### src/pse_pkg.sv
// Shared constants and types for the port command and turn-on logic
`default_nettype none
package pse_pkg;
  localparam int          PORTS          = 4;
  localparam int          CLOCK_HZ       = 125_000_000;
  localparam int          MS_PER_S       = 1000;
  localparam int          MS_CYCLES_DEF  = CLOCK_HZ / MS_PER_S;
  // Times in ms (BACKOFF_S in s), counted with a 1 ms tick
  localparam int          TSTART_MS      = 60;
  localparam int          BACKOFF_S      = 2;
  localparam int          BACKOFF_MS     = BACKOFF_S * MS_PER_S;
  localparam int          DET_RETRY_MS   = 1;
  localparam int          GRANT_MS       = 250;
  localparam int          MS_W           = 11;
  // Command codes, bits 5..2 of the command byte
  localparam logic [3:0]  CMD_POWER_ON   = 4'h1;
  localparam logic [3:0]  CMD_POWER_OFF  = 4'h2;
  localparam logic [3:0]  CMD_PORT_RST   = 4'h3;
  localparam logic [3:0]  CMD_TOGGLE_BO  = 4'h4;
  localparam logic [3:0]  CMD_CHIP_RST   = 4'h5;
  localparam logic [3:0]  CMD_GET_VEE    = 4'h6;
  localparam logic [3:0]  CMD_GET_CUR    = 4'h7;
  localparam logic [3:0]  CMD_SHED_LOW   = 4'h8;
  localparam int          CODE_LSB       = 2;
  // Port operating modes
  localparam logic [1:0]  MODE_SHUTDOWN  = 2'h0;
  localparam logic [1:0]  MODE_MANUAL    = 2'h1;
  localparam logic [1:0]  MODE_SEMI      = 2'h2;
  localparam logic [1:0]  MODE_AUTO      = 2'h3;
  // Class result encodings
  localparam logic [2:0]  CLS_1          = 3'h1;
  localparam logic [2:0]  CLS_2          = 3'h2;
  localparam logic [2:0]  CLS_3          = 3'h3;
  localparam logic [2:0]  CLS_4          = 3'h4;
  localparam logic [2:0]  CLS_0          = 3'h6;
  // Overcurrent cut threshold settings
  localparam logic [7:0]  CUT_CLASS1     = 8'h1E;
  localparam logic [7:0]  CUT_CLASS2     = 8'h35;
  localparam logic [7:0]  CUT_DEFAULT    = 8'h75;
  localparam logic [7:0]  CUT_CLASS4_HP  = 8'hC9;
  localparam logic [7:0]  CUT_START      = 8'h75;

  typedef enum logic [2:0] {
    PS_IDLE,
    PS_DET,
    PS_CLS,
    PS_START,
    PS_ON
  } port_state_e;

  typedef enum logic [1:0] {
    HS_IDLE,
    HS_READ,
    HS_GRANT
  } host_state_e;
endpackage
`default_nettype wire

### src/pse_link_if.sv
// Command link between host and port controller
`default_nettype none
interface pse_link_if;
  logic        cmd_valid;
  logic [7:0]  cmd_byte;
  logic        thr_wr;
  logic [1:0]  thr_port;
  logic [7:0]  thr_val;
  logic        evt_rd;
  logic        resp_valid;
  logic [15:0] resp_data;
  logic        int_req;

  modport dev (
    input  cmd_valid, cmd_byte, thr_wr, thr_port, thr_val, evt_rd,
    output resp_valid, resp_data, int_req
  );
  modport host (
    output cmd_valid, cmd_byte, thr_wr, thr_port, thr_val, evt_rd,
    input  resp_valid, resp_data, int_req
  );
endinterface
`default_nettype wire

### src/ms_tick.sv
// One-cycle pulse every millisecond
`default_nettype none
module ms_tick #(
  parameter int CYCLES = 125000
) (
  input  wire logic clock_i,
  input  wire logic rst_i,
  output logic      tick_o
);
  logic [31:0] cnt_q;
  wire         wrap = (cnt_q == 32'(CYCLES - 1));

  always_ff @(posedge clock_i) begin
    if (rst_i || wrap) begin
      cnt_q <= 32'h0000_0000;
    end else begin
      cnt_q <= cnt_q + 32'h0000_0001;
    end
  end

  always_ff @(posedge clock_i) begin
    if (rst_i) begin
      tick_o <= 1'b0;
    end else begin
      tick_o <= wrap;
    end
  end
endmodule
`default_nettype wire

### src/pse_port_ctrl.sv
// Port controller end: command decode and per-port turn-on sequencing
//
// Function
// - Auto mode loads cut threshold from class
// - Limit held 1x during start window
// - Port index in low bits; on/off/reset codes
// - Toggle midspan bit; two-second detect back-off
// - Port current read returns two bytes
// - Supply voltage read returns two bytes
// - Shed low-priority ports; whole-chip reset
// - Auto mode self-sequenced; second class event
// - Semi-auto power-on waits for valid results
// - No auto threshold in semi/manual; two-event class
// - Manual power-on skips detect, always powers
// - Manual power-on class sets no flag
// - Host powers within 250 ms of class flag
// - Start window 375 mA cut, then power-good
// - After start, 2x limit if high power
// - Host may overwrite threshold after power-good
// - Interrupt register and pin within 5 ms
// - Host clears events by clear-on-read read
// - Measurements sampled when command is written
// - Two-bit port mode: shutdown/manual/semi/auto
`default_nettype none
module pse_port_ctrl
  import pse_pkg::*;
#(
  parameter int MS_CYCLES = MS_CYCLES_DEF
) (
  input  wire logic          clock_i,
  input  wire logic          rst_i,
  pse_link_if.dev            link,
  input  wire logic [7:0]    port_mode_i,
  input  wire logic [3:0]    hp_enable_i,
  input  wire logic [3:0]    low_prio_i,
  input  wire logic [7:0]    int_mask_i,
  input  wire logic [3:0]    det_done_i,
  input  wire logic [3:0]    det_good_i,
  input  wire logic [3:0]    class_done_i,
  input  wire logic [11:0]   class_result_i,
  input  wire logic [3:0]    overload_i,
  input  wire logic [63:0]   port_current_i,
  input  wire logic [15:0]   vee_mv_i,
  output logic      [3:0]    det_req_o,
  output logic      [3:0]    class_req_o,
  output logic      [3:0]    power_en_o,
  output logic      [3:0]    pgood_o,
  output logic      [3:0]    limit_2x_o,
  output logic      [31:0]   cut_thr_o,
  output logic               midspan_o
);

  function automatic logic [7:0] class_cut(input logic [2:0] c,
                                           input logic       hp);
    if (c == CLS_1) begin
      return CUT_CLASS1;
    end else if (c == CLS_2) begin
      return CUT_CLASS2;
    end else if (c == CLS_4 && hp) begin
      return CUT_CLASS4_HP;
    end else begin
      return CUT_DEFAULT;
    end
  endfunction

  function automatic logic class_ok(input logic [2:0] c);
    return (c == CLS_0) || (c == CLS_1) || (c == CLS_2) ||
           (c == CLS_3) || (c == CLS_4);
  endfunction

  localparam logic [MS_W-1:0] T_START = MS_W'(TSTART_MS);
  localparam logic [MS_W-1:0] T_BACK  = MS_W'(BACKOFF_MS);
  localparam logic [MS_W-1:0] T_RETRY = MS_W'(DET_RETRY_MS);

  ////////////////////////////////////////////////////////////////////////
  // Command decode

  logic            tick;
  logic            soft_rst_q;
  logic            midspan_q;
  logic [7:0]      evt_q;
  logic            int_q;
  logic            resp_valid_q;
  logic [15:0]     resp_data_q;

  // Soft reset lands one cycle after the command, clearing all ports
  wire       srst     = rst_i || soft_rst_q;
  wire [3:0] code     = link.cmd_byte[5:CODE_LSB];
  wire [1:0] prm      = link.cmd_byte[1:0];
  wire       fire     = link.cmd_valid;
  wire       is_on    = fire && (code == CMD_POWER_ON);
  wire       is_off   = fire && (code == CMD_POWER_OFF);
  wire       is_prst  = fire && (code == CMD_PORT_RST);
  wire       is_tog   = fire && (code == CMD_TOGGLE_BO);
  wire       is_crst  = fire && (code == CMD_CHIP_RST);
  wire       is_vee   = fire && (code == CMD_GET_VEE);
  wire       is_cur   = fire && (code == CMD_GET_CUR);
  wire       is_shed  = fire && (code == CMD_SHED_LOW);
  wire [MS_W-1:0] gap = midspan_q ? T_BACK : T_RETRY;

  ms_tick #(
    .CYCLES (MS_CYCLES)
  ) u_tick (
    .clock_i (clock_i),
    .rst_i   (rst_i),
    .tick_o  (tick)
  );

  ////////////////////////////////////////////////////////////////////////
  // Per-port sequencers

  port_state_e     st_q   [PORTS];
  port_state_e     st_d   [PORTS];
  logic [MS_W-1:0] cnt_q  [PORTS];
  logic [MS_W-1:0] cnt_d  [PORTS];
  logic [7:0]      cut_q  [PORTS];
  logic [7:0]      cut_d  [PORTS];
  logic [3:0]      pend_q;
  logic [3:0]      pend_d;
  logic [3:0]      man_q;
  logic [3:0]      man_d;
  logic [3:0]      two_q;
  logic [3:0]      two_d;
  logic [3:0]      det_r;
  logic [3:0]      cls_r;
  logic [3:0]      cc_set;

  for (genvar g = 0; g < PORTS; g++) begin : g_port
    wire [1:0] mode = port_mode_i[2*g +: 2];
    wire [2:0] cres = class_result_i[3*g +: 3];
    wire       hp   = hp_enable_i[g];
    wire       mine = (prm == 2'(g));
    wire       drop = (is_off && mine) || (is_prst && mine) ||
                      (is_shed && low_prio_i[g]) ||
                      (mode == MODE_SHUTDOWN);
    wire       twr  = link.thr_wr && (link.thr_port == 2'(g));

    always_comb begin
      st_d[g]   = st_q[g];
      cnt_d[g]  = cnt_q[g];
      cut_d[g]  = cut_q[g];
      pend_d[g] = pend_q[g] || (is_on && mine);
      man_d[g]  = man_q[g];
      two_d[g]  = two_q[g];
      det_r[g]  = 1'b0;
      cls_r[g]  = 1'b0;
      cc_set[g] = 1'b0;
      if (tick && cnt_q[g] != '0) begin
        cnt_d[g] = cnt_q[g] - MS_W'(1);
      end
      case (st_q[g])
        PS_IDLE: begin
          if (mode == MODE_MANUAL && pend_q[g]) begin
            st_d[g]   = PS_CLS;
            cls_r[g]  = 1'b1;
            man_d[g]  = 1'b1;
            two_d[g]  = 1'b0;
            pend_d[g] = 1'b0;
          end else if ((mode == MODE_AUTO || mode == MODE_SEMI) &&
                       cnt_q[g] == '0) begin
            st_d[g]  = PS_DET;
            det_r[g] = 1'b1;
          end
        end
        PS_DET: begin
          if (det_done_i[g] && det_good_i[g]) begin
            st_d[g]  = PS_CLS;
            cls_r[g] = 1'b1;
            man_d[g] = 1'b0;
            two_d[g] = 1'b0;
          end else if (det_done_i[g]) begin
            st_d[g]  = PS_IDLE;
            cnt_d[g] = gap;
          end
        end
        PS_CLS: begin
          if (class_done_i[g] && cres == CLS_4 && hp && !two_q[g]) begin
            two_d[g] = 1'b1;
            cls_r[g] = 1'b1;
          end else if (class_done_i[g]) begin
            cc_set[g] = !man_q[g];
            if (man_q[g]) begin
              st_d[g]  = PS_START;
              cnt_d[g] = T_START;
            end else if (mode == MODE_AUTO && class_ok(cres)) begin
              cut_d[g] = class_cut(cres, hp);
              st_d[g]  = PS_START;
              cnt_d[g] = T_START;
            end else if (mode == MODE_SEMI && pend_q[g] &&
                         class_ok(cres)) begin
              st_d[g]   = PS_START;
              cnt_d[g]  = T_START;
              pend_d[g] = 1'b0;
            end else begin
              st_d[g]  = PS_IDLE;
              cnt_d[g] = gap;
            end
          end
        end
        PS_START: begin
          if (cnt_q[g] == '0) begin
            st_d[g]  = overload_i[g] ? PS_IDLE : PS_ON;
            cnt_d[g] = overload_i[g] ? gap : '0;
          end
        end
        PS_ON: begin
          st_d[g] = PS_ON;
        end
        default: begin
          st_d[g] = PS_IDLE;
        end
      endcase
      // Auto mode would clobber an early write, so accept it only at on
      if (twr && (mode != MODE_AUTO || st_q[g] == PS_ON)) begin
        cut_d[g] = link.thr_val;
      end
      if (drop) begin
        st_d[g]   = PS_IDLE;
        cnt_d[g]  = gap;
        pend_d[g] = 1'b0;
      end
      if (is_prst && mine) begin
        cut_d[g] = CUT_DEFAULT;
      end
    end

    always_ff @(posedge clock_i) begin
      if (srst) begin
        st_q[g]  <= PS_IDLE;
        cnt_q[g] <= '0;
        cut_q[g] <= CUT_DEFAULT;
      end else begin
        st_q[g]  <= st_d[g];
        cnt_q[g] <= cnt_d[g];
        cut_q[g] <= cut_d[g];
      end
    end

    // Outputs follow the next state so they align with the state register
    always_ff @(posedge clock_i) begin
      if (srst) begin
        power_en_o[g]        <= 1'b0;
        pgood_o[g]           <= 1'b0;
        limit_2x_o[g]        <= 1'b0;
        cut_thr_o[8*g +: 8]  <= CUT_DEFAULT;
      end else begin
        power_en_o[g]        <= (st_d[g] == PS_START) || (st_d[g] == PS_ON);
        pgood_o[g]           <= (st_d[g] == PS_ON);
        limit_2x_o[g]        <= (st_d[g] == PS_ON) && hp;
        cut_thr_o[8*g +: 8]  <= (st_d[g] == PS_START) ? CUT_START
                                                      : cut_d[g];
      end
    end
  end

  always_ff @(posedge clock_i) begin
    if (srst) begin
      pend_q      <= 4'h0;
      man_q       <= 4'h0;
      two_q       <= 4'h0;
      det_req_o   <= 4'h0;
      class_req_o <= 4'h0;
    end else begin
      pend_q      <= pend_d;
      man_q       <= man_d;
      two_q       <= two_d;
      det_req_o   <= det_r;
      class_req_o <= cls_r;
    end
  end

  ////////////////////////////////////////////////////////////////////////
  // Events, interrupt, status

  // Low nibble: class complete; high nibble: power-good changed
  wire [3:0] pg_next;
  for (genvar h = 0; h < PORTS; h++) begin : g_pg
    assign pg_next[h] = (st_d[h] == PS_ON);
  end
  wire [7:0] evt_set = {pg_next ^ pgood_o, cc_set};
  wire [7:0] evt_clr = link.evt_rd ? evt_q : 8'h00;

  always_ff @(posedge clock_i) begin
    if (srst) begin
      evt_q <= 8'h00;
      int_q <= 1'b0;
    end else begin
      evt_q <= (evt_q & ~evt_clr) | evt_set;
      int_q <= |(evt_q & int_mask_i);
    end
  end

  always_ff @(posedge clock_i) begin
    if (rst_i) begin
      soft_rst_q <= 1'b0;
      midspan_q  <= 1'b0;
    end else begin
      soft_rst_q <= is_crst;
      midspan_q  <= soft_rst_q ? 1'b0 : (midspan_q ^ is_tog);
    end
  end

  ////////////////////////////////////////////////////////////////////////
  // Responses, sampled in the cycle the command arrives, no filtering

  always_ff @(posedge clock_i) begin
    if (srst) begin
      resp_valid_q <= 1'b0;
      resp_data_q  <= 16'h0000;
    end else begin
      resp_valid_q <= is_vee || is_cur || link.evt_rd;
      if (is_vee) begin
        resp_data_q <= vee_mv_i;
      end else if (is_cur) begin
        resp_data_q <= port_current_i[16*prm +: 16];
      end else if (link.evt_rd) begin
        resp_data_q <= {8'h00, evt_q};
      end
    end
  end

  assign link.resp_valid = resp_valid_q;
  assign link.resp_data  = resp_data_q;
  assign link.int_req    = int_q;
  assign midspan_o       = midspan_q;
endmodule
`default_nettype wire

### src/flat_wrapper.sv
// flat-port wrapper written by rule: the top's interface ports become plain ports
module pse_port_ctrl_flat import pse_pkg::*;
#(
  parameter int MS_CYCLES = MS_CYCLES_DEF
)
  (clock_i, rst_i, port_mode_i, hp_enable_i, low_prio_i, int_mask_i, det_done_i, det_good_i, class_done_i, class_result_i, overload_i, port_current_i, vee_mv_i, det_req_o, class_req_o, power_en_o, pgood_o, limit_2x_o, cut_thr_o, midspan_o, link_cmd_valid, link_cmd_byte, link_thr_wr, link_thr_port, link_thr_val, link_evt_rd, link_resp_valid, link_resp_data, link_int_req);
  pse_link_if link_i ();
  input  wire logic clock_i;
  input  wire logic rst_i;
  input  wire logic [7:0] port_mode_i;
  input  wire logic [3:0] hp_enable_i;
  input  wire logic [3:0] low_prio_i;
  input  wire logic [7:0] int_mask_i;
  input  wire logic [3:0] det_done_i;
  input  wire logic [3:0] det_good_i;
  input  wire logic [3:0] class_done_i;
  input  wire logic [11:0] class_result_i;
  input  wire logic [3:0] overload_i;
  input  wire logic [63:0] port_current_i;
  input  wire logic [15:0] vee_mv_i;
  output logic      [3:0] det_req_o;
  output logic      [3:0] class_req_o;
  output logic      [3:0] power_en_o;
  output logic      [3:0] pgood_o;
  output logic      [3:0] limit_2x_o;
  output logic      [31:0] cut_thr_o;
  output logic midspan_o;
  input wire logic [$bits(link_i.cmd_valid)-1:0] link_cmd_valid;
  input wire logic [$bits(link_i.cmd_byte)-1:0] link_cmd_byte;
  input wire logic [$bits(link_i.thr_wr)-1:0] link_thr_wr;
  input wire logic [$bits(link_i.thr_port)-1:0] link_thr_port;
  input wire logic [$bits(link_i.thr_val)-1:0] link_thr_val;
  input wire logic [$bits(link_i.evt_rd)-1:0] link_evt_rd;
  output wire logic [$bits(link_i.resp_valid)-1:0] link_resp_valid;
  output wire logic [$bits(link_i.resp_data)-1:0] link_resp_data;
  output wire logic [$bits(link_i.int_req)-1:0] link_int_req;
  assign link_i.cmd_valid = link_cmd_valid;
  assign link_i.cmd_byte = link_cmd_byte;
  assign link_i.thr_wr = link_thr_wr;
  assign link_i.thr_port = link_thr_port;
  assign link_i.thr_val = link_thr_val;
  assign link_i.evt_rd = link_evt_rd;
  assign link_resp_valid = link_i.resp_valid;
  assign link_resp_data = link_i.resp_data;
  assign link_int_req = link_i.int_req;
  pse_port_ctrl #(.MS_CYCLES(MS_CYCLES)) u_core (.clock_i(clock_i), .rst_i(rst_i), .link(link_i), .port_mode_i(port_mode_i), .hp_enable_i(hp_enable_i), .low_prio_i(low_prio_i), .int_mask_i(int_mask_i), .det_done_i(det_done_i), .det_good_i(det_good_i), .class_done_i(class_done_i), .class_result_i(class_result_i), .overload_i(overload_i), .port_current_i(port_current_i), .vee_mv_i(vee_mv_i), .det_req_o(det_req_o), .class_req_o(class_req_o), .power_en_o(power_en_o), .pgood_o(pgood_o), .limit_2x_o(limit_2x_o), .cut_thr_o(cut_thr_o), .midspan_o(midspan_o));
endmodule
### config.mk
export PLATFORM = sky130hd
export DESIGN_NAME = pse_port_ctrl_flat
export DESIGN_NICKNAME = d
export VERILOG_FILES = /design/src/pse_pkg.sv /design/src/pse_link_if.sv /design/src/ms_tick.sv /design/src/pse_port_ctrl.sv /design/src/flat_wrapper.sv
export SDC_FILE = /design/constraint.sdc
export NUM_CORES = 1
export LEC_CHECK = 0
export ABC_AREA = 1
export BUFFER_PORTS_ARGS = -buffer_cell sky130_fd_sc_hd__buf_2
export CAP_MARGIN = 20
export CORE_AREA = 3 3 142 213
export DETAILED_ROUTE_END_ITERATION = 7
export DIE_AREA = 0 0 145 216
export PLACE_DENSITY = 0.6
export SLEW_MARGIN = 0
export SYNTH_ARGS = -nofsm -noshare
export SYNTH_HDL_FRONTEND = slang
export SYNTH_SLANG_ARGS = --single-unit
### constraint.sdc
create_clock -name clock_i -period 2.1 [get_ports clock_i]
set_clock_uncertainty 0.1 [all_clocks]
set_input_delay 0 -clock clock_i [delete_from_list [all_inputs] [get_ports clock_i]]
set_output_delay 0 -clock clock_i [all_outputs]
set_load 0.05 [all_outputs]
; Word level (Yosys, flattened, before mapping)
; Memories as Yosys holds them, arrays and structs flattened.
; Index checks and enable logic that the tools add are counted.
[op_classes]
mux = 244
addsub = 5
n_reduce_logical = 185
n_bitwise = 22
n_eq_ne = 87
shifts = 1
[ops]
columns = op, count
row1 = 11-bit two-way mux, 49
row2 = 8-bit two-way mux, 45
row3 = 3-bit two-way mux, 48
row4 = 11-bit one-hot mux with 3 select lines, 4
row5 = 1-bit logical AND, 80
row6 = 1-bit two-way mux, 71
row7 = 64-bit by 7-bit indexed part select with 16-bit output, 1
row8 = "3-bit by 2-bit == test with 1-bit output, second input constant", 20
row9 = 3-bit one-hot mux with 5 select lines, 4
row10 = "3-bit == test, second input constant", 16
row11 = 1-bit logical OR, 48
row12 = 16-bit two-way mux, 3
row13 = 11-bit zero test, 4
row14 = 11-bit nonzero test, 4
row15 = "11-bit by 1-bit subtractor with 11-bit output, second input constant", 4
row16 = "32-bit by 1-bit adder with 32-bit output, second input constant", 1
row17 = "32-bit by 17-bit == test with 1-bit output, second input constant", 1
row18 = "2-bit == test, second input constant", 12
row19 = "3-bit by 1-bit == test with 1-bit output, second input constant", 8
row20 = "2-bit by 1-bit inequality test with 1-bit output, second input constant", 12
row21 = 1-bit one-hot mux with 3 select lines, 8
row22 = 2-bit OR reduction, 9
row23 = 8-bit bitwise AND, 2
row24 = "4-bit by 3-bit == test with 1-bit output, second input constant", 4
row25 = 22 further kinds, 86
[totals]
elab_cells = 588
memories = 3
ram_bits = 88
regBits = 125
[mem_list]
columns = memory, depth, width, rd, rd_ports_with_merged_regs, wr, line
row1 = u_core.cnt_q, 4, 11, 4, 0, 4, pse_port_ctrl.sv:114  ; logic [MS_W-1:0] cnt_q [PORTS];
row2 = u_core.cut_q, 4, 8, 4, 0, 4, pse_port_ctrl.sv:116  ; logic [7:0] cut_q [PORTS];
row3 = u_core.st_q, 4, 3, 4, 0, 4, pse_port_ctrl.sv:112  ; port_state_e st_q [PORTS];

; Depth between registers and ports, before layout
; Gate-level depths: netlist (run 1).
[depth]
word_depth = 16
mapped_depth = 14
ltp_nobuf = 14

; By module
; Synthesis (run 1) repeated with hierarchy kept, for this count alone.
[unflattened]
hier_cells = 1816
hier_area_um2 = 11608.6
[by_module_without_submodules]
columns = module, n_inst, seq_area_each_um2, area_each_um2, cells_per_inst
row1 = pse_port_ctrl, 1, 3603.5, 9644.2, 1488
row2 = ms_tick, 1, 660.6, 1964.4, 328

; Least setup slack after synthesis (run 1)
; OpenSTA, ideal clock, no wires.
[synth_timing]
path_type = register to register
start = register u_core.u_tick.cnt_q[0]
end = register u_core.u_tick.cnt_q[20]
path_stages_with_launch = 12
arrival_ps = 1604
setup_ps = 115
path_buffers = 0
slack_ps = 280
cell_sequence = dfxtp_1 ha_1 inv_1 nor2_2 inv_2 nor2_1 nand2_1 nor4_2 nand2_1 nor2_1 nand3_1 and3_1
[synth_via]
elab_chain_cells = 2
[synth_lines]
columns = element, line
row1 = "start, declared", ms_tick.sv:10  ; logic [31:0] cnt_q;
row2 = "start signal, assigned", ms_tick.sv:17  ; cnt_q <= cnt_q + 32'h0000_0001;
row3 = "parallel branches: the longest is 2 deep, another holds 32-bit by 1-bit adder with 32-bit output", --
; Parallel ways; which one is timed is not known.
; A chain may end at the register's enable or synchronous reset.

==> results of run 1 <==
==> sequential cells by signal (all words and copies together) (netlist names) <==
name and cells:
u_core.class_req_o 4, u_core.cnt_q 44, u_core.cut_q 32, u_core.cut_thr_o 32
u_core.det_req_o 4, u_core.evt_q 8, u_core.limit_2x_o 4, u_core.link.int_req 1
u_core.link.resp_data 16, u_core.link.resp_valid 1, u_core.man_q 4, u_core.midspan_o 1
u_core.pend_q 4, u_core.pgood_o 4, u_core.power_en_o 4, u_core.soft_rst_q 1
u_core.st_q 12, u_core.two_q 4, u_core.u_tick.cnt_q 32, u_core.u_tick.tick_o 1
==> synth_stat cells (6+ instances only) <==
cell type  count
nand2_1      374
nor3_2         6
xor2_1        17
a31oi_1       10
inv_1        243
nor3_1        52
inv_2         20
clkbuf_1      11
nand4_1       30
o211ai_1      15
nor4_1        11
buf_2          8
nand3_1      123
o21ai_2        8
o21ai_0       76
a21oi_1      103
nand2_2       16
nor2_4        12
dfxtp_1      213
nor2_1       218
a22oi_1       29
or2_2          8
o21ai_1        8
nor2_2        15
==> critical path, delay by kind of cell, from the launching register on <==
kind,cells,cell delay [ps]
adders and majority gates,1,220
and+or+nand+nor,8,930
buffers and inverters,3,220
DFF,1,350
AOI/OAI and AO/OA,1,60
==> power breakdown <==
group          internal (W)  leakage [nW]  switching [W]
Combinational      0.000625          5.26        0.00104
Sequential          0.00415          1.73      0.0000578
Clock               0.00276         0.412        0.00170
==> final timing paths <==
check / endpoint / cells past startpoint
setup reg to reg: u_core.cut_thr_o[11] / 13
hold reg to reg: u_core.link.resp_data[5] / 2
setup / recovery: u_core.cut_thr_o[11] / 13
hold / removal: u_core.cut_q[0][3] / 5
==> through the flow <==
| step | power [W] | setup WS (ps) | hold slack [ps] | util |
|---|---|---|---|---|
| 2_1_floorplan | 0.00516 | 280 | -27.6 | - |
| 3_3_place_gp | 0.00569 | 45.6 | 135 | 0.468 |
| 3_5_place_dp | 0.00570 | 14.4 | 141 | 0.468 |
| 4_1_cts | 0.0103 | 14.0 | 2.57 | 0.538 |
| 5_1_grt | 0.0108 | -47.0 | 2.74 | 0.552 |
| 6_report | 0.0103 | 101 | -16.9 | 0.552 |
==> kinds of logic after synthesis <==
| group | after synthesis | synth area share |
|---|---|---|
| flip-flops | 213 | 0.376 |
| buffers and inverters | 288 | 0.0963 |
| adder cells (fa/ha/maj) | 5 | 0.00551 |
| XOR/XNOR | 20 | 0.0154 |
| AND/OR/NAND/NOR | 898 | 0.363 |
| AO/OA/AOI/OAI | 276 | 0.144 |
==> repair_timing <==
item                       4_1_cts  5_1_grt
gates cloned                     0        1
resized for setup                1       85
hold buffers                   119        0
pin swaps                        0       21
setup endpoints to repair        1       82
hold endpoints to repair       176        0
buffers inserted                 0       11
==> routing by layer <==
layer | GRT usage | vias to the layer above | wire length (um) | share of wire
met3 | 0.0277 | 101 | 1750 | 0.044
met5 | 0 | - | 0 | 0
li1 | - | 6366 | - | -
met1 | 0.281 | 5820 | 15700 | 0.39
met4 | 0.112 | 0 | 1850 | 0.046
met2 | 0.455 | 362 | 20700 | 0.52
==> layout make-up <==
type	count	share of cell area
Timing Repair Buffer	421	0.187
Clock buffer	28	0.0402
Inverter	264	0.0631
Tap cell	390	0.0309
Clock inverter	12	0.0122
Sequential cell	213	0.270
Multi-Input combinational cell	1199	0.397
==> flow_metrics.env, run 1 <==
export IMPL_outcome="complete, but fails checks"
export IMPL_violations="negative hold slack"
export IMPL_synth_area_um2=11400
export IMPL_drc=0
export IMPL_synthTopCellsByArea="dfxtp_1, nand2_1, inv_1, nor2_1, nand3_1"
export IMPL_finalNonFillerCells=2527
export IMPL_root_buffer="clkbuf_16"
export IMPL_end_kind="flip-flop"
export IMPL_numCtsBuffers=23
export IMPL_clk_latency_ps=530
export IMPL_hold_viol=2
export IMPL_cp_startpoint="u_core.cnt_q[0][11]"
export IMPL_peakVddDrop_mv=0.508
export IMPL_num_fill_cells=2755
export IMPL_fin_crit_ps=2000
export IMPL_synth_edf_count=0
export IMPL_multi_input_area_um2=6270
export IMPL_io_buffers=223
export IMPL_reg2reg_from="u_core.cnt_q[0][11]"
export IMPL_slew_violations=0
export IMPL_totalWireLength_um=40000
export IMPL_drt_iter0_markers=756
export IMPL_drtAntennaViolNets=0
export IMPL_gp_congestion=0.894
export IMPL_yosys_area_top_type_share=0.376
export IMPL_dieHeight_um=216
export IMPL_layout_nets=2282
export IMPL_grtUsageTotal=0.245
export IMPL_initial_core_util=0.397
export IMPL_slowest_delay_ps=350
export IMPL_ys_flop_type="dfxtp_1"
export IMPL_avgViaCountPerCell=5.01
export IMPL_ys_ff_latch=213
export IMPL_hold_start="link_thr_wr"
export IMPL_cts_num_sinks=213
export IMPL_rsz0062_at_grt="true"
export IMPL_htree_num_levels=1
export IMPL_placed_cell_area_um2=13400
export IMPL_max_freq_mhz=500
export IMPL_first_pass_iters=5
export IMPL_syn_inst=1700
export IMPL_crit_chain="inv_1, ha_1, nand2_2, nor2_4, nand2_2, inv_2, nor2_2, a21oi_1, nand3_1, nand2_1, nor2_4, inv_4, and2_1"
export IMPL_post_route_period_util=0.952
export IMPL_power_leakage_nw=7.40
export IMPL_clk_pin_slew_ps=60
export IMPL_tritoncts="yes"
export IMPL_hold_slack_ps=-16.9
export IMPL_syn_num_nets=1860
export IMPL_fp_row_count=76
export IMPL_boundaryPins=226
export IMPL_r2r_slack_ps=100
export IMPL_criticalPathCategory="reg2reg"
export IMPL_gr_total_overflow=0
export IMPL_fp_dieW_um=145
export IMPL_layout_common_cells="nand2_1, inv_1, buf_2"
export IMPL_synth_cell_types=61
export IMPL_first_global_vias=12300
export IMPL_design_area_um2=15800
export IMPL_yosys_area_top_type="dfxtp_1"
export IMPL_maxCapViolations=0
export IMPL_timing_critical_path_required_ps=2420
export IMPL_core_region_area_um2=28600
export IMPL_hpwl_um=30900
export IMPL_grt_max_degree=47
export IMPL_synth_seq_area_share=0.376
export IMPL_cp_max_fo=7
export IMPL_crit_arrival_ps=2320
export IMPL_die_area_um2=31300
export IMPL_syn_to_final_growth_pct=39.1
export IMPL_slew_headroom=0.467
export IMPL_p_per_area_nw_per_um2=654
export IMPL_synth_avg_cell_area_um2=6.68
export IMPL_tightest_slew_ps=799
export IMPL_tns_ps=0
export IMPL_diodes=0
export IMPL_via_count=12600
export IMPL_routedWlPerCell_um=15.8
export IMPL_crit_path_start_kind="flip-flop"
export IMPL_async_flop_share=0
export IMPL_grt_pass1_wl_um=62800
export IMPL_layout_drive_gt1_share=0.239
export IMPL_hold_path_class="in2reg"
export IMPL_placedCellCount=2356
export IMPL_yosys_warnings=0
export IMPL_final_common_cell="nand2_1"
export IMPL_clockBufferDepth=3
export IMPL_setup_viol=0
export IMPL_cp_slowest_cell="dfxtp_1"
export IMPL_antenna_found_initial=0
export IMPL_seq_area_um2=4270
No activity file was read; power rests on OpenSTA's default activity.
==> run 2: changes to the inputs <==
Settings changed: CORE_AREA 3 3 142 213 to 3 3 144 215, DIE_AREA 0 0 145 216 to 0 0 147 218, SYNTH_HIERARCHICAL from default to 1.
==> run 2 against run 1 <==
The flow now finishes without violations. Routed wire length rose by 5.8%. Power fell by 1.3%. Via count rose by 3.9%. Count of clock-buffer cells in the layout rose by 3. Die area rose by 2.3%. Non-clock buffer count fell by 33. Flip-flop and latch count did not move. Cell area fell by 0.95%. Utilization fell by 2.1 points. Critical path depth fell by 3. Maximum frequency fell by 1.1%.
==> flow_metrics.env, run 2 <==
export IMPL_dieHeight_um=218
export IMPL_slew_headroom=0.551
export IMPL_synth_top_cells_by_count="nand2_1, nor2_1, inv_1"
export IMPL_totalWireLength_um=42300
export IMPL_fp_dieW_um=147
export IMPL_synth_most_common_cell="nand2_1"
export IMPL_htree_num_levels=1
export IMPL_tns_ps=0
export IMPL_crit_chain="dlygate4sd3_1, buf_2, inv_1, nor2_4, buf_4, a22oi_1, nand3_1, o211ai_1, a31oi_1, dlygate4sd3_1"
export IMPL_end_kind="flip-flop"
export IMPL_numCtsBuffers=24
export IMPL_initial_core_util=0.394
export IMPL_finalNonFillerCells=2617
export IMPL_synth_avg_cell_area_um2=6.39
export IMPL_first_global_vias=12800
export IMPL_layout_nets=2366
export IMPL_placed_cell_area_um2=13400
export IMPL_setup_viol=0
export IMPL_max_freq_mhz=495
export IMPL_hpwl_um=32800
export IMPL_synth_seq_area_share=0.367
export IMPL_power_frac_clock=0.436
export IMPL_first_pass_iters=5
export IMPL_io_buffers=223
export IMPL_layout_drive_gt1_share=0.196
export IMPL_ys_flop_type="dfxtp_1"
export IMPL_design_area_um2=15600
export IMPL_p_sw_w=0.00281
export IMPL_switching_share=0.276
export IMPL_largest_reg_flops=44
export IMPL_yosys_area_top_type_share=0.367
export IMPL_hold_path_class="in2reg"
export IMPL_antenna_found_initial=0
export IMPL_synth_area_um2=11600
export IMPL_syn_num_nets=1977
export IMPL_grt_max_degree=51
export IMPL_timing_critical_path_required_ps=2460
export IMPL_yosys_warnings=6
export IMPL_fin_crit_ps=2020
export IMPL_slew_violations=0
export IMPL_fp_row_count=77
export IMPL_drtAntennaViolNets=0
export IMPL_combPwrFrac=0.152
export IMPL_cp_common_cell="dlygate4sd3_1"
export IMPL_power_leakage_nw=7.57
export IMPL_regMostFlops="u_core/cnt_q"
export IMPL_yosys_area_top_type="dfxtp_1"
export IMPL_tritoncts="yes"
export IMPL_outcome="finished, final reports clean"
export IMPL_diodes=0
export IMPL_routedWlPerCell_um=16.2
export IMPL_crit_arrival_ps=2380
export IMPL_p_total_w=0.0102
export IMPL_criticalPathCategory="in2reg"
export IMPL_synthTopCellsByArea="dfxtp_1, nand2_1, nor2_1, inv_1, nand3_1"
export IMPL_gp_congestion=0.957
export IMPL_p_per_area_nw_per_um2=652
export IMPL_ys_ff_latch=213
export IMPL_clockBufferDepth=3
export IMPL_drt_iter0_markers=838
export IMPL_post_route_period_util=0.962
export IMPL_clk_pin_slew_ps=60
export IMPL_die_area_um2=32000
export IMPL_cp_max_fo=15
export IMPL_hold_slack_ps=57.2
export IMPL_peakVddDrop_mv=0.623
export IMPL_hold_viol=0
export IMPL_gr_total_overflow=0
export IMPL_syn_inst=1816
export IMPL_maxCapViolations=0
export IMPL_root_buffer="clkbuf_16"
export IMPL_grtUsageTotal=0.255
export IMPL_cp_slowest_cell="dlygate4sd3_1"
export IMPL_core_region_area_um2=29500
export IMPL_placedCellCount=2454
export IMPL_layout_common_cells="nand2_1, inv_1, nor2_1"
export IMPL_via_count=13100
export IMPL_crit_path_start_kind="input pin"
export IMPL_drc=0
export IMPL_syn_to_final_growth_pct=34.8
export IMPL_async_flop_share=0
export IMPL_boundaryPins=226
export IMPL_grt_pass1_wl_um=66300
export IMPL_avgViaCountPerCell=5.02
export IMPL_cts_num_sinks=213
export IMPL_final_common_cell="nand2_1"
export IMPL_p_int_w=0.00739
export IMPL_seq_power_share=0.412
export IMPL_synth_edf_count=0
export IMPL_synth_cell_types=54
export IMPL_tightest_slew_ps=674
export IMPL_clk_latency_ps=520
export IMPL_rsz0062_at_grt="true"
export IMPL_slowest_delay_ps=580
[run 2: changes by cell type in the layout (fill, tap and decap cells not counted), moves of 10 or more]
cell and change:
nand3_1 +25, a31oi_1 +10, inv_1 +14, a22oi_1 -15
nor2_1 +48, nor3_1 -24, a21oi_1 -24, nand2_1 +136
buf_4 -22
[run 2: final timing paths]
kind | cells past startpoint | slack, ps | endpoint | start
worst min register to register | 1 | 360 | u_core/u_tick/cnt_q[0] | u_core/u_tick/cnt_q[0]
worst max-delay path | 10 | 80 | u_core/link.resp_data[1] | link_cmd_byte[1]
worst max register to register | 5 | 120 | u_core/link.resp_data[12] | u_core/soft_rst_q
worst min-delay path | 6 | 60 | u_core/link.resp_valid | link_cmd_valid
[run 2: logic make-up after synthesis]
kind of cell / after synthesis / synth area share
DFF: 213 / 0.367
adders and majority gates: 6 / 0.00647
and+or+nand+nor: 1031 / 0.384
AOI/OAI and AO/OA: 243 / 0.122
buffers and inverters: 293 / 0.0976
xor gates and xnor gates: 30 / 0.0226
[run 2: cell type report]
class,instances,area [um2]
clock buffers,31,688
clock inverters,12,149
fillers,3036,13800
inverters,267,1000
multi-input cells,1311,6400
flip-flops and latches,213,4270
well taps,395,494
repair buffers,388,2650
[run 2: timing repair]
item / in CTS / in global routing
buffers inserted: 0 / 9
endpoints found under the hold margin: 182 / 0
gates cloned: 0 / 2
pin swaps: 0 / 10
setup endpoints to repair: 2 / 78
gates resized for setup: 1 / 53
hold buffers: 109 / 0
[run 2: routing by layer]
layer  GRT usage  vias to the layer above  share of wire
met1       0.308                     5999           0.40
met5           0                        -              0
met2       0.458                      449           0.49
met3      0.0328                      116          0.060
met4       0.103                        0          0.046
li1            -                     6582              -
[run 2: metrics by stage]
stage	util	worst slack, ps
finish	0.531	79.2
global route	0.531	-33.5
CTS	0.522	32.8
detailed placement	0.456	-2.48
global placement	0.456	-28.3
floorplan	-	149
[run 2: power by group through the flow]
stage	sequential [W]	combinational, W	clock, W
finish	0.00421	0.00155	0.00445
global route	0.00421	0.00168	0.00471
CTS	0.00420	0.00148	0.00456
detailed placement	0.00429	0.00133	0
global placement	0.00429	0.00132	0
floorplan	0.00446	0.000635	0
[run 2: worst max-delay path, delay by kind of cell]
family                 cells  cell delay (ps)
buffers and inverters      5             1650
and+or+nand+nor            2              320
AOI/OAI and AO/OA          3              390
==> run 3: changes to the inputs <==
Settings changed: CTS_CLUSTER_SIZE from default to 24, SETUP_SLACK_MARGIN from default to 0.5.
==> run 3 against run 2 <==
Critical endpoint is now u_core/cut_thr_o[26]. Highest routed layer is now met5. The flow now finishes with violations (negative hold slack). Combinational power up 35%. Cell count up 5.0%. First-iteration DRC count down 2.3%.
==> flow_metrics.env, run 3 (synthesized netlist as in run 2, its figures left out) <==
export IMPL_outcome="complete, but fails checks"
export IMPL_violations="negative hold slack"
export IMPL_finalNonFillerCells=2747
export IMPL_rsz0062_at_grt="true"
export IMPL_cp_max_fo=7
export IMPL_hold_path_class="in2reg"
export IMPL_final_common_cell="nand2_1"
export IMPL_drtAntennaViolNets=0
export IMPL_grt_pass1_wl_um=69500
export IMPL_via_count=14000
export IMPL_crit_chain="inv_2, ha_4, nand2_4, nor2_4, nand2_2, nor2_4, buf_6, nor2_4, a21oi_2, nand3_2, nand3_4, nand2_1"
export IMPL_drc=0
export IMPL_tightest_slew_ps=610
export IMPL_cp_common_cell="nor2_4"
export IMPL_finalWorstSetupSlack_ps=143
export IMPL_p_per_area_nw_per_um2=563
export IMPL_placedCellCount=2435
export IMPL_reg2reg_from="u_core/cnt_q[3][0]"
export IMPL_crit_path_start_kind="flip-flop"
export IMPL_cp_startpoint="u_core/cnt_q[3][0]"
export IMPL_grtUsageTotal=0.268
export IMPL_cp_slowest_cell="dfxtp_2"
export IMPL_crit_family="simple AND/OR/NAND/NOR gates"
export IMPL_antenna_found_initial=6
export IMPL_hold_start="low_prio_i[3]"
export IMPL_htree_num_levels=1
export IMPL_boundaryPins=226
export IMPL_criticalPathCategory="reg2reg"
export IMPL_crit_cells=12
export IMPL_fp_dieW_um=147
export IMPL_slew_headroom=0.593
export IMPL_pre_cts_ws_ps=32.3
export IMPL_cts_num_sinks=213
export IMPL_first_pass_iters=5
export IMPL_whs_path_depth=6
export IMPL_timing_critical_path_required_ps=2400
export IMPL_end_kind="flip-flop"
export IMPL_layout_nets=2495
export IMPL_slowest_delay_ps=330
export IMPL_post_route_period_util=0.932
export IMPL_gp_congestion=0.933
export IMPL_dieHeight_um=218
export IMPL_avgViaCountPerCell=5.10
export IMPL_gr_total_overflow=0
export IMPL_clk_pin_slew_ps=60
export IMPL_die_area_um2=32000
export IMPL_tns_ps=0
export IMPL_peakVddDrop_mv=0.676
export IMPL_fin_crit_ps=1960
export IMPL_core_region_area_um2=29500
export IMPL_path_buf_inv=2
export IMPL_largest_reg_flops=44
export IMPL_root_buffer="clkbuf_16"
export IMPL_clk_latency_ps=520
export IMPL_io_buffers=223
export IMPL_r2r_slack_ps=140
export IMPL_numCtsBuffers=23
export IMPL_initial_core_util=0.394
export IMPL_slew_violations=0
export IMPL_grt_max_degree=55
export IMPL_hold_slack_ps=-53.8
export IMPL_maxCapViolations=0
export IMPL_crit_arrival_ps=2260
export IMPL_drt_iter0_markers=819
export IMPL_max_freq_mhz=511
export IMPL_hold_viol=5
export IMPL_syn_to_final_growth_pct=59.8
export IMPL_layout_drive_gt1_share=0.381
export IMPL_routedWlPerCell_um=16.8
export IMPL_clockBufferDepth=3
export IMPL_regMostFlops="u_core/cnt_q"
export IMPL_fp_row_count=77
export IMPL_totalWireLength_um=46200
export IMPL_first_global_vias=13600
export IMPL_p_total_w=0.0105
export IMPL_layout_common_cells="nand2_1, buf_2, inv_1"
export IMPL_hpwl_um=32100
export IMPL_power_leakage_nw=8.59
export IMPL_setup_viol=0
export IMPL_tritoncts="yes"
export IMPL_rr_worst_depth=12
## run 3: layout make-up
type | instances | area, um2
repair buffers | 517 | 3930
diodes | 3 | 7.51
multi-input cells | 1312 | 8000
inverters | 267 | 1030
well taps | 395 | 494
flip-flops and latches | 213 | 4340
fillers | 2643 | 10900
clock buffers | 30 | 642
clock inverters | 10 | 114
## run 3: per-stage QoR
stage / utilization / hold WS [ps] / cell area (um2)
2_1_floorplan: - / -27.6 / 11800
3_3_place_gp: 0.458 / 141 / 13500
3_5_place_dp: 0.458 / 138 / 13500
4_1_cts: 0.577 / -136 / 17000
5_1_grt: 0.629 / -7.94 / 18600
6_report: 0.629 / -53.8 / 18600
## run 3: routing by layer
metal	part of all wire	vias up	global-route usage	wire (um)
met3	0.047	136	0.0395	2170
met5	0.00065	-	0	30
met2	0.52	429	0.491	24000
met1	0.39	6565	0.306	17900
li1	-	6876	-	-
met4	0.047	6	0.118	2170
## run 3: path summary, 6_finish.rpt
| check | endpoint |
|---|---|
| setup / recovery | u_core/cut_thr_o[26] |
| hold / removal | u_core/st_q[3][1] |
| setup reg to reg | u_core/cut_thr_o[26] |
| hold reg to reg | u_core/man_q[0] |
## run 3: power by group
group / switching, W / total [W] / internal [W]
combinational: 0.00123 / 0.00210 / 0.000875
clock: 0.00172 / 0.00413 / 0.00241
sequential: 0.0000678 / 0.00422 / 0.00415
## run 3: what timing repair did
item / CTS / global route
hold buffers: 126 / 3
hold endpoints to repair: 169 / 8
pin swaps: 104 / 160
setup buffers: 78 / 60
resized for setup: 254 / 303
setup endpoints to repair: 165 / 176
cloned: 4 / 1
## run 3: worst min-delay path, stage by stage
cell and delay, ps:
buf_2 110, nand2_1 50, o21ai_0 90, nor2_2 140, nand2_1 100, nor2_1 40
